===== config.mk =====
export PLATFORM = sky130hd
export DESIGN_NAME = ubcf_framer
export DESIGN_NICKNAME = d
export VERILOG_FILES = /design/src/ubcf_pkg.sv /design/src/ubcf_framer.sv
export SDC_FILE = /design/constraint.sdc
export NUM_CORES = 1
export LEC_CHECK = 0
export BUFFER_PORTS_ARGS = -buffer_cell sky130_fd_sc_hd__buf_2
export CAP_MARGIN = 20
export CORE_MARGIN = 2
export CORE_UTILIZATION = 48
export DETAILED_ROUTE_END_ITERATION = 12
export GPL_TIMING_DRIVEN = 0
export PLACE_DENSITY = 0.78
export SLEW_MARGIN = 5
export SYNTH_ARGS = -nofsm -noshare
export SYNTH_HDL_FRONTEND = slang
export SYNTH_SLANG_ARGS = --single-unit

===== constraint.sdc =====
create_clock -name ref_clk -period 5.6 [get_ports ref_clk]
set_input_delay 0.84 -clock ref_clk [delete_from_list [all_inputs] [get_ports ref_clk]]
set_output_delay 0.84 -clock ref_clk [all_outputs]
set_load 0.01 [all_outputs]

===== src/ubcf_pkg.sv =====
// constants and types for the upstream burst codeword framer
package ubcf_pkg;
    localparam int LEN_W = 16;
    localparam int K_W = 8;
    localparam logic [K_W-1:0] MIN_INFO_BYTES = 8'h10;
    localparam logic [7:0] ZERO_FILL_BYTE = 8'h00;
    localparam logic [LEN_W-1:0] LEN_ZERO = 16'h0000;
    localparam logic [LEN_W-1:0] LEN_ONE = 16'h0001;
    localparam logic [K_W-1:0] K_ZERO = 8'h00;
    localparam logic [K_W-1:0] K_ONE = 8'h01;
    typedef enum logic [1:0] {
        UBCF_IDLE,
        UBCF_PLAN,
        UBCF_EMIT,
        UBCF_DONE
    } ubcf_state_t;
endpackage


===== src/ubcf_framer.sv =====
// upstream burst codeword framer: splits a burst into info blocks and zero-fills the grant
`timescale 1ns/100ps

// Summary of operation
// With the coder on, each burst is framed either as fixed-length codewords only or as full codewords plus one shortened final codeword.
// No coded codeword carries fewer than sixteen information bytes, so a coded burst with k below sixteen is refused.
// Framing is the same whether the grant lies in a contention or a non-contention region, so no region input exists.
// In fixed mode the last data codeword is zero-padded to k and zero codewords follow while a whole codeword with parity fits.
// In shortened mode burst bytes are packed k to a codeword until the data ends or less than k is left.
// A shortened final codeword holds at least sixteen information bytes, which the requester must allow for.
// In shortened mode the final codeword is sized to use up the grant after parity and guard, padded with zeros.
// Zero-filled full codewords come first while they fit, then one shortened codeword where room remains.
// If under sixteen information bytes of room remain after the full codewords, no shortened codeword is made.
// Output leaves as information blocks with codeword marks, ready for coding, scrambling, preamble, mapping and modulation.
// With the coder off, blocks are marked to pass without parity and no parity room is reserved.
// Grant capacity, k, parity length and guard overhead are taken per burst and codeword counts are planned before output.
module ubcf_framer (
    input wire logic ref_clk,
    input wire logic sys_rst,
    input wire logic burst_start,
    input wire logic cfg_fec_en,
    input wire logic cfg_short_mode,
    input wire logic [ubcf_pkg::K_W-1:0] cfg_info_len,
    input wire logic [ubcf_pkg::K_W-1:0] cfg_parity_len,
    input wire logic [ubcf_pkg::LEN_W-1:0] cfg_guard_len,
    input wire logic [ubcf_pkg::LEN_W-1:0] cfg_grant_len,
    input wire logic [ubcf_pkg::LEN_W-1:0] cfg_pkt_len,
    input wire logic in_valid,
    output logic in_ready,
    input wire logic [7:0] in_data,
    output logic out_valid,
    input wire logic out_ready,
    output logic [7:0] out_data,
    output logic out_cw_first,
    output logic out_cw_last,
    output logic out_burst_last,
    output logic out_parity_en,
    output logic busy,
    output logic burst_done,
    output logic cfg_error,
    output logic data_overflow,
    output logic [ubcf_pkg::LEN_W-1:0] plan_full_cw,
    output logic [ubcf_pkg::K_W-1:0] plan_short_len
);
    import ubcf_pkg::*;

    // bytes one codeword takes from the grant
    function automatic logic [LEN_W-1:0] cw_cost(input logic [K_W-1:0] info, input logic [K_W-1:0] par);
        cw_cost = {8'h00, info} + {8'h00, par};
    endfunction

    ubcf_state_t st_r, st_nxt;
    logic fec_r;
    logic short_r;
    logic [K_W-1:0] k_r;
    logic [K_W-1:0] par_r;
    logic [LEN_W-1:0] cap_r, cap_nxt;
    logic [LEN_W-1:0] nfull_r, nfull_nxt;
    logic [K_W-1:0] slen_r, slen_nxt;
    logic [LEN_W-1:0] data_left_r, data_left_nxt;
    logic [LEN_W-1:0] cw_idx_r, cw_idx_nxt;
    logic [K_W-1:0] byte_idx_r, byte_idx_nxt;
    logic out_valid_r;
    logic out_cw_first_r;
    logic out_cw_last_r;
    logic out_burst_last_r;
    logic out_parity_en_r;
    logic [7:0] out_data_r;
    logic done_r;
    logic err_r;
    logic ovf_r;

    wire logic bad_cfg;
    wire logic [K_W-1:0] eff_par;
    wire logic [LEN_W-1:0] start_cap;
    wire logic [LEN_W-1:0] full_cost;
    wire logic full_fits;
    wire logic short_fits;
    wire logic [LEN_W-1:0] short_room;
    wire logic [LEN_W-1:0] total_cw;
    wire logic [K_W-1:0] cur_len;
    wire logic need_data;
    wire logic out_free;
    wire logic adv;
    wire logic at_cw_last;
    wire logic at_burst_last;
    wire logic [7:0] next_byte;

    // a coded burst with k under the minimum is refused; k of zero never frames
    assign bad_cfg = (cfg_info_len == K_ZERO) || (cfg_fec_en && (cfg_info_len < MIN_INFO_BYTES));
    // no parity room is held back when the coder is off
    assign eff_par = cfg_fec_en ? cfg_parity_len : K_ZERO;
    // region of the grant plays no part in the plan
    assign start_cap = (cfg_grant_len > cfg_guard_len) ? cfg_grant_len - cfg_guard_len : LEN_ZERO;
    assign full_cost = cw_cost(k_r, par_r);
    assign full_fits = cap_r >= full_cost;
    assign short_room = cap_r - {8'h00, par_r};
    // shortened tail only when coding, in shortened mode, and at least the minimum fits
    assign short_fits = fec_r && short_r && (cap_r >= cw_cost(MIN_INFO_BYTES, par_r));
    assign total_cw = nfull_r + ((slen_r != K_ZERO) ? LEN_ONE : LEN_ZERO);
    assign cur_len = (cw_idx_r < nfull_r) ? k_r : slen_r;
    assign need_data = data_left_r != LEN_ZERO;
    assign out_free = !out_valid_r || out_ready;
    assign adv = (st_r == UBCF_EMIT) && out_free && (!need_data || in_valid);
    assign at_cw_last = byte_idx_r == (cur_len - K_ONE);
    assign at_burst_last = at_cw_last && (cw_idx_r == (total_cw - LEN_ONE));
    // burst bytes first, then zero fill to the end of the allocation
    assign next_byte = need_data ? in_data : ZERO_FILL_BYTE;
    assign in_ready = (st_r == UBCF_EMIT) && need_data && out_free;

    always_comb begin
        st_nxt = st_r;
        cap_nxt = cap_r;
        nfull_nxt = nfull_r;
        slen_nxt = slen_r;
        data_left_nxt = data_left_r;
        cw_idx_nxt = cw_idx_r;
        byte_idx_nxt = byte_idx_r;
        unique case (st_r)
            UBCF_IDLE: begin
                if (burst_start && !bad_cfg) begin
                    cap_nxt = start_cap;
                    nfull_nxt = LEN_ZERO;
                    slen_nxt = K_ZERO;
                    data_left_nxt = cfg_pkt_len;
                    cw_idx_nxt = LEN_ZERO;
                    byte_idx_nxt = K_ZERO;
                    st_nxt = UBCF_PLAN;
                end
            end
            UBCF_PLAN: begin
                // one codeword is planned per cycle; long grants take longer to plan
                if (full_fits) begin
                    cap_nxt = cap_r - full_cost;
                    nfull_nxt = nfull_r + LEN_ONE;
                end else begin
                    // tail uses all room left after parity, always below k here
                    if (short_fits) begin
                        slen_nxt = short_room[K_W-1:0];
                    end
                    st_nxt = (nfull_r == LEN_ZERO && !short_fits) ? UBCF_DONE : UBCF_EMIT;
                end
            end
            UBCF_EMIT: begin
                if (adv) begin
                    if (need_data) begin
                        data_left_nxt = data_left_r - LEN_ONE;
                    end
                    if (at_cw_last) begin
                        byte_idx_nxt = K_ZERO;
                        cw_idx_nxt = cw_idx_r + LEN_ONE;
                    end else begin
                        byte_idx_nxt = byte_idx_r + K_ONE;
                    end
                    if (at_burst_last) begin
                        st_nxt = UBCF_DONE;
                    end
                end
            end
            UBCF_DONE: begin
                st_nxt = UBCF_IDLE;
            end
        endcase
    end

    always_ff @(posedge ref_clk) begin
        if (sys_rst) begin
            st_r <= UBCF_IDLE;
        end else begin
            st_r <= st_nxt;
        end
    end

    always_ff @(posedge ref_clk) begin
        if (sys_rst) begin
            cap_r <= LEN_ZERO;
        end else begin
            cap_r <= cap_nxt;
        end
    end

    always_ff @(posedge ref_clk) begin
        if (sys_rst) begin
            nfull_r <= LEN_ZERO;
        end else begin
            nfull_r <= nfull_nxt;
        end
    end

    always_ff @(posedge ref_clk) begin
        if (sys_rst) begin
            slen_r <= K_ZERO;
        end else begin
            slen_r <= slen_nxt;
        end
    end

    always_ff @(posedge ref_clk) begin
        if (sys_rst) begin
            data_left_r <= LEN_ZERO;
        end else begin
            data_left_r <= data_left_nxt;
        end
    end

    always_ff @(posedge ref_clk) begin
        if (sys_rst) begin
            cw_idx_r <= LEN_ZERO;
        end else begin
            cw_idx_r <= cw_idx_nxt;
        end
    end

    always_ff @(posedge ref_clk) begin
        if (sys_rst) begin
            byte_idx_r <= K_ZERO;
        end else begin
            byte_idx_r <= byte_idx_nxt;
        end
    end

    // burst settings are frozen at the start so mid-burst changes cannot skew the plan
    always_ff @(posedge ref_clk) begin
        if (sys_rst) begin
            fec_r <= 1'b0;
        end else if (st_r == UBCF_IDLE && burst_start) begin
            fec_r <= cfg_fec_en;
        end
    end

    always_ff @(posedge ref_clk) begin
        if (sys_rst) begin
            short_r <= 1'b0;
        end else if (st_r == UBCF_IDLE && burst_start) begin
            short_r <= cfg_short_mode;
        end
    end

    always_ff @(posedge ref_clk) begin
        if (sys_rst) begin
            k_r <= K_ZERO;
        end else if (st_r == UBCF_IDLE && burst_start) begin
            k_r <= cfg_info_len;
        end
    end

    always_ff @(posedge ref_clk) begin
        if (sys_rst) begin
            par_r <= K_ZERO;
        end else if (st_r == UBCF_IDLE && burst_start) begin
            par_r <= eff_par;
        end
    end

    // registered output stage; marks tell the coder where each block starts and ends
    always_ff @(posedge ref_clk) begin
        if (sys_rst) begin
            out_valid_r <= 1'b0;
            out_data_r <= ZERO_FILL_BYTE;
            out_cw_first_r <= 1'b0;
            out_cw_last_r <= 1'b0;
            out_burst_last_r <= 1'b0;
            out_parity_en_r <= 1'b0;
        end else if (adv) begin
            out_valid_r <= 1'b1;
            out_data_r <= next_byte;
            out_cw_first_r <= byte_idx_r == K_ZERO;
            out_cw_last_r <= at_cw_last;
            out_burst_last_r <= at_burst_last;
            out_parity_en_r <= fec_r;
        end else if (out_ready) begin
            out_valid_r <= 1'b0;
        end
    end

    always_ff @(posedge ref_clk) begin
        if (sys_rst) begin
            done_r <= 1'b0;
            err_r <= 1'b0;
            ovf_r <= 1'b0;
        end else begin
            done_r <= (st_r == UBCF_DONE);
            if (st_r == UBCF_IDLE && burst_start) begin
                // requester gave k of zero, or k under the minimum block with the coder on
                err_r <= bad_cfg;
                ovf_r <= 1'b0;
            end else if (st_r != UBCF_IDLE && st_nxt == UBCF_DONE) begin
                // bytes left over are not taken; the source must drop them itself
                ovf_r <= data_left_nxt != LEN_ZERO;
            end
        end
    end

    assign out_valid = out_valid_r;
    assign out_data = out_data_r;
    assign out_cw_first = out_cw_first_r;
    assign out_cw_last = out_cw_last_r;
    assign out_burst_last = out_burst_last_r;
    assign out_parity_en = out_parity_en_r;
    assign busy = st_r != UBCF_IDLE;
    assign burst_done = done_r;
    assign cfg_error = err_r;
    assign data_overflow = ovf_r;
    assign plan_full_cw = nfull_r;
    assign plan_short_len = slen_r;
endmodule


**Yosys cells after proc, flatten, opt, wreduce, memory -nomap -nowiden**

Index checks and enable logic that the tools add are counted.

- Add/subtract/negate cells: 12
- $lt $le $gt $ge: 5
- Equality and inequality tests: 12
- Muxes and demuxes: 33
- Reduce and logical (&&, ||, !) cells: 35

Operators by type and width:

| kind | count |
|---|---|
| $mux W16 | 10 |
| $pmux W16 S2 | 4 |
| $mux W8 | 8 |
| $add A16 B1 Y16 const B | 2 |
| $ge A16 B9 Y1 | 2 |
| $pmux W8 S2 | 2 |
| $reduce_bool A16 Y1 | 2 |
| $sub A16 B1 Y16 const B | 2 |
| $add A16 B1 Y16 | 1 |
| $eq A16 B16 Y1 | 1 |
| $gt A16 B16 Y1 | 1 |
| $logic_not A16 Y1 | 1 |
| $logic_not A8 Y1 | 2 |
| $lt A16 B16 Y1 | 1 |
| $sub A16 B16 Y16 | 1 |
| $sub A16 B9 Y16 | 1 |
| $logic_and A1 B1 Y1 | 12 |
| $ne A2 B2 Y1 const B | 6 |
| $add A5 B8 Y9 const A | 1 |
| $add A8 B8 Y9 | 1 |
| $add A8 B1 Y8 const B | 1 |
| $eq A8 B8 Y1 | 1 |
| $lt A8 B5 Y1 const B | 1 |
| $mux W2 | 4 |
| other kinds (14) | 29 |

- Bits in registers: 116
- Input port bits: 79
- Output and inout bits: 42

**Logic depth before layout (Yosys ltp)**

- Word-level depth: 11
- Mapped depth: 20
- Depth with buffers taken out: 20

**Worst setup path before layout**

No wires, ideal clock.

- Path type: reg-to-reg
- Start point: reg k_r[0]
- End point: reg nfull_r[11] (netlist: plan_full_cw[11])
- Setup time: 0.128 ns
- Data arrival time: 3.698 ns
- Required time: 5.472 ns
- Setup slack: 1.775 ns
- Cell stages (with the launch flop): 21
- Cells stage by stage: dfxtp_1 > ha_1 > fa_1 > a21oi_1 > nor2_1 > nor2_1 > o21bai_1 > a21oi_1 > o21bai_1 > a21oi_1 > ha_1 > nand3_1 > o31a_1 > nand2_1 > or4_1 > o21ai_0 > nor4_1 > nand2_1 > nor3_1 > xnor2_1 > nor2_1

- Cells in the longest elaborated chain, start to end: 4

Ends and longest elaborated chain:

| element | line | source |
|---|---|---|
| start, declared | ubcf_framer.sv:55 | `logic [K_W-1:0] k_r;` |
| start signal, assigned | ubcf_framer.sv:243 | `k_r <= cfg_info_len;` |
| $add A8 B8 Y9 | ubcf_framer.sv:49 | `cw_cost = {8'h00, info} + {8'h00, par};` |
| $ge A16 B9 Y1 | ubcf_framer.sv:96 | `assign full_fits = cap_r >= full_cost;` |
| $ne A2 B2 Y1 (no line) | n/a |  |
| $reduce_and A3 Y1 (no line) | n/a |  |
| end signal, assigned | ubcf_framer.sv:186 | `nfull_r <= nfull_nxt;` |
| end, declared | ubcf_framer.sv:58 | `logic [LEN_W-1:0] nfull_r, nfull_nxt;` |

Every way passes these cells.
A chain may end at the register's enable or synchronous reset.

**Final worst setup path**

- Start point: reg k_r[0]
- End point: reg nfull_r[15] (netlist: plan_full_cw[15])

The elaborated chain is that of the path after synthesis.

==> flow_results.xml <==
<?xml version="1.0" encoding="UTF-8"?>
<metrics>
  <group name="status">
    <metric name="outcome" unit="">completed</metric>
  </group>
  <group name="clocking">
    <metric name="ctsResizeCount" unit="">0</metric>
    <metric name="cts_made_buffers" unit="">17</metric>
    <metric name="cts_root_buffer" unit="">clkbuf_16</metric>
    <metric name="cts_h_tree_depth" unit="">4</metric>
    <metric name="holdBufCountCts" unit="">0</metric>
    <metric name="max-clock-path-buffers" unit="">2</metric>
    <metric name="numClockSinks" unit="">116</metric>
    <metric name="path_clk_slew" unit="ps">60</metric>
    <metric name="insertion_delay_to_the_later_sink_of_the_worst_skew_pair" unit="ps">430</metric>
    <metric name="cts_tree" unit="">yes</metric>
    <metric name="post-cts-setup-buffer-count" unit="">0</metric>
  </group>
  <group name="timing">
    <metric name="tns" unit="ps">0</metric>
    <metric name="setup_repair_after_global_routing_missed_its_margin" unit="">no</metric>
    <metric name="tightestPinTransition" unit="ps">1080</metric>
    <metric name="finalHoldViolations" unit="">0</metric>
    <metric name="timing.final.setup_violations" unit="">0</metric>
    <metric name="slew_headroom" unit="">0.274</metric>
    <metric name="final_max_slew_viol_count" unit="">0</metric>
    <metric name="final_min_period_over_clock_period" unit="">0.849</metric>
    <metric name="postLayoutSetupSlackWorst" unit="ps">848</metric>
    <metric name="max_clock_freq" unit="MHz">210</metric>
    <metric name="worst_clock_skew" unit="ps">10.0</metric>
    <metric name="min_period" unit="ps">4750</metric>
  </group>
  <group name="synthesis">
    <metric name="async_reset_ff_frac" unit="">0</metric>
    <metric name="syn-num-nets" unit="">1340</metric>
    <metric name="synth-edff-count" unit="">0</metric>
    <metric name="synthDistinctLibCells" unit="">77</metric>
    <metric name="synthesis.area" unit="sq mm">0.00894</metric>
    <metric name="seq_area_frac_synth" unit="">0.260</metric>
    <metric name="yosysWarningCount" unit="">0</metric>
    <metric name="synth_ff_type" unit="">dfxtp_1</metric>
    <metric name="synth_seq_cells" unit="">116</metric>
    <metric name="syn_area_cell" unit="sq um">7.53</metric>
    <metric name="syn-instance-count" unit="">1187</metric>
  </group>
  <group name="floorplan">
    <metric name="floorplan.die.width" unit="um">140</metric>
    <metric name="die_area" unit="sq mm">0.0197</metric>
    <metric name="start_util" unit="">0.493</metric>
    <metric name="io_pins" unit="">121</metric>
    <metric name="placeableCoreArea" unit="sq mm">0.0181</metric>
    <metric name="num_rows" unit="">49</metric>
    <metric name="dieHeight" unit="um">140</metric>
  </group>
  <group name="detailed_routing">
    <metric name="drt-wirelength-per-cell" unit="um">17.3</metric>
    <metric name="drcViolationCount" unit="">0</metric>
    <metric name="drtAntennaViolNets" unit="">0</metric>
    <metric name="firstDrtPassIters" unit="">5</metric>
    <metric name="drt_first_iter_violations" unit="">875</metric>
    <metric name="postRouteWirelength" unit="um">27000</metric>
    <metric name="detailroute.via_count" unit="">9519</metric>
    <metric name="post_drt_via_cell_ratio" unit="">6.08</metric>
  </group>
  <group name="critical_path">
    <metric name="reg2reg_to" unit="">plan_full_cw[15]$_SDFFE_PP0P_</metric>
    <metric name="startpoint_type_of_the_worst_setup_path" unit="">flip-flop</metric>
    <metric name="r2r.worst_path.cells" unit="">20</metric>
    <metric name="worst-r2r-setup-slack" unit="ps">850</metric>
    <metric name="worst-endpoint-arrival" unit="ps">5060</metric>
    <metric name="endpoint" unit="">plan_full_cw[15]$_SDFFE_PP0P_</metric>
    <metric name="critical_path.startpoint" unit="">k_r[0]$_SDFFE_PP0P_</metric>
    <metric name="regToRegStartpoint" unit="">k_r[0]$_SDFFE_PP0P_</metric>
    <metric name="critical_path_required" unit="ps">5910</metric>
    <metric name="critical_path_peak_fanout" unit="">7</metric>
    <metric name="timing_worst_setup_path_type" unit="">reg -&gt; reg</metric>
    <metric name="crit_path_end_kind" unit="">flip-flop</metric>
  </group>
  <group name="power_and_ir_drop">
    <metric name="power.density" unit="mW/mm^2">436</metric>
    <metric name="total_power" unit="mW">4.53</metric>
    <metric name="power_switching" unit="mW">2.05</metric>
    <metric name="switching_part_of_the_total_power" unit="">0.453</metric>
    <metric name="combinationalPowerShare" unit="">0.518</metric>
    <metric name="power.ir.vdd_worst" unit="mV">0.243</metric>
    <metric name="fraction_of_power_consumed_by_the_clock_network" unit="">0.239</metric>
    <metric name="seqPwrFrac" unit="">0.242</metric>
    <metric name="leak" unit="nW">4.27</metric>
    <metric name="power_report.internal_total" unit="mW">2.48</metric>
  </group>
  <group name="global_route">
    <metric name="grt_pass1_wl" unit="um">44000</metric>
    <metric name="overflow" unit="">0</metric>
    <metric name="initial_antenna_violation_count" unit="">0</metric>
    <metric name="first_global_vias" unit="">8907</metric>
    <metric name="groute.usage.overall" unit="">0.276</metric>
    <metric name="maximum_number_of_pins_on_one_net_before_global_route_repair" unit="">17</metric>
  </group>
  <group name="place">
    <metric name="placed_cells_incl_taps" unit="">1534</metric>
    <metric name="placement_stage_worst_setup_slack" unit="ps">914</metric>
    <metric name="gp_routability_congestion" unit="">0.910</metric>
    <metric name="port_buffers" unit="">118</metric>
    <metric name="place.detailed.hpwl" unit="um">20600</metric>
  </group>
  <group name="final_layout">
    <metric name="layout_commonest_cell" unit="">buf_2</metric>
    <metric name="n_antenna_cell" unit="">0</metric>
    <metric name="post_route_cells_drive_above_1_share" unit="">0.125</metric>
    <metric name="layout-area-overhead-vs-synth" unit="%">16.3</metric>
    <metric name="nets" unit="">1477</metric>
    <metric name="layout.cells.non_filler" unit="">1566</metric>
    <metric name="layout.cells.most_common_list" unit="">buf_2, nor2_1, dfxtp_1</metric>
    <metric name="n_fill_cell" unit="">1669</metric>
  </group>
  <group name="run">
    <metric name="max-cap-violations" unit="">0</metric>
  </group>
  <group name="hold_path">
    <metric name="hold_class" unit="">reg -&gt; reg</metric>
  </group>
</metrics>
## area by class of cell
cell class / instances / area (sq um) / area share
Tap cell: 229 / 287 / 0.0276
Inverter: 81 / 304 / 0.0292
Timing Repair Buffer: 118 / 591 / 0.0568
Multi-Input combinational cell: 938 / 6110 / 0.587
Clock inverter: 14 / 140 / 0.0135
Clock buffer: 18 / 439 / 0.0422
Buffer: 52 / 206 / 0.0199
Sequential cell: 116 / 2320 / 0.223
## routing by layer
layer  track usage  part of all wire  routed length, um
met5             0                 0                  0
met4         0.116             0.036                960
met3        0.0513             0.074               2010
met2         0.450              0.47              12600
met1         0.358              0.42              11400
## synth_stat cells (all sizes together), types with 17 or more instances
library cell	number	area, sq um
xor2	20	175
inv	79	297
or3	22	138
nor3	42	226
ha	70	876
a31oi	17	106
xnor2	46	403
clkbuf	45	169
nand3	50	263
a21oi	98	498
dfxtp	116	2320
nand2	99	372
o21ai	57	285
nand4	24	150
nor2	120	450
nand2b	23	144
## through the flow
step                hold WS (ps)   util  cell area [sq um]
floorplan                    433      -               8940
global placement             443  0.541               9820
detailed placement           451  0.541               9820
CTS                          458  0.573              10400
global route                 488  0.573              10400
finish                       453  0.573              10400
## critical path: stages, from the launching register on
cell	delay [ps]
dfxtp_1	410
ha_1	280
fa_1	410
a21oi_1	150
nor2_1	50
nor2_1	150
o21bai_1	80
a21oi_1	220
o21bai_1	90
a21oi_1	180
ha_1	260
nand3_1	120
o31a_1	310
nand2_1	110
or4_1	100
o21ai_0	150
nor4_1	830
nand2_1	240
nor3_1	280
xnor2_1	150
nor2_1	50
## cell families (layout without fill, tap and decap cells)
group	count (synthesis)	count (layout)	share of synthesized area
buf+inv	133	283	0.0571
flops	116	116	0.260
fa+ha+maj	74	74	0.107
mux	17	17	0.0192
xor+xnor	66	66	0.0647
compound gates	312	312	0.228
simple gates	469	469	0.264
## worst min-delay path by stage
stage / start / endpoint / cells after the start
5_1_grt: out_parity_en$_SDFFE_PP0P_ / out_parity_en$_SDFFE_PP0P_ / 2
4_1_cts: out_cw_first$_SDFFE_PP0P_ / out_cw_first$_SDFFE_PP0P_ / 2
3_3_place_gp: out_cw_first$_SDFFE_PP0P_ / out_cw_first$_SDFFE_PP0P_ / 2
6_report: out_cw_first$_SDFFE_PP0P_ / out_cw_first$_SDFFE_PP0P_ / 2
3_5_place_dp: short_r$_SDFFE_PP0P_ / short_r$_SDFFE_PP0P_ / 2
2_1_floorplan: short_r$_SDFFE_PP0P_ / short_r$_SDFFE_PP0P_ / 2
## flip-flops by register name, summed over array words and instances (netlist names), 2 cells and up
name and cells:
cap_r 16, cw_idx_r 16, data_left_r 16, plan_full_cw 16, byte_idx_r 8, k_r 8
out_data 8, par_r 8, plan_short_len 8, st_r 2
## power by group through the flow
stage	registers [mW]	clock network (mW)	logic, mW
3_3_place_gp	1.10	0	2.25
4_1_cts	1.09	1.10	2.31
5_1_grt	1.11	1.13	2.61
6_report	1.10	1.08	2.35
3_5_place_dp	1.11	0	2.28
2_1_floorplan	1.07	0	1.73
No activity file was read; power rests on OpenSTA's default activity.
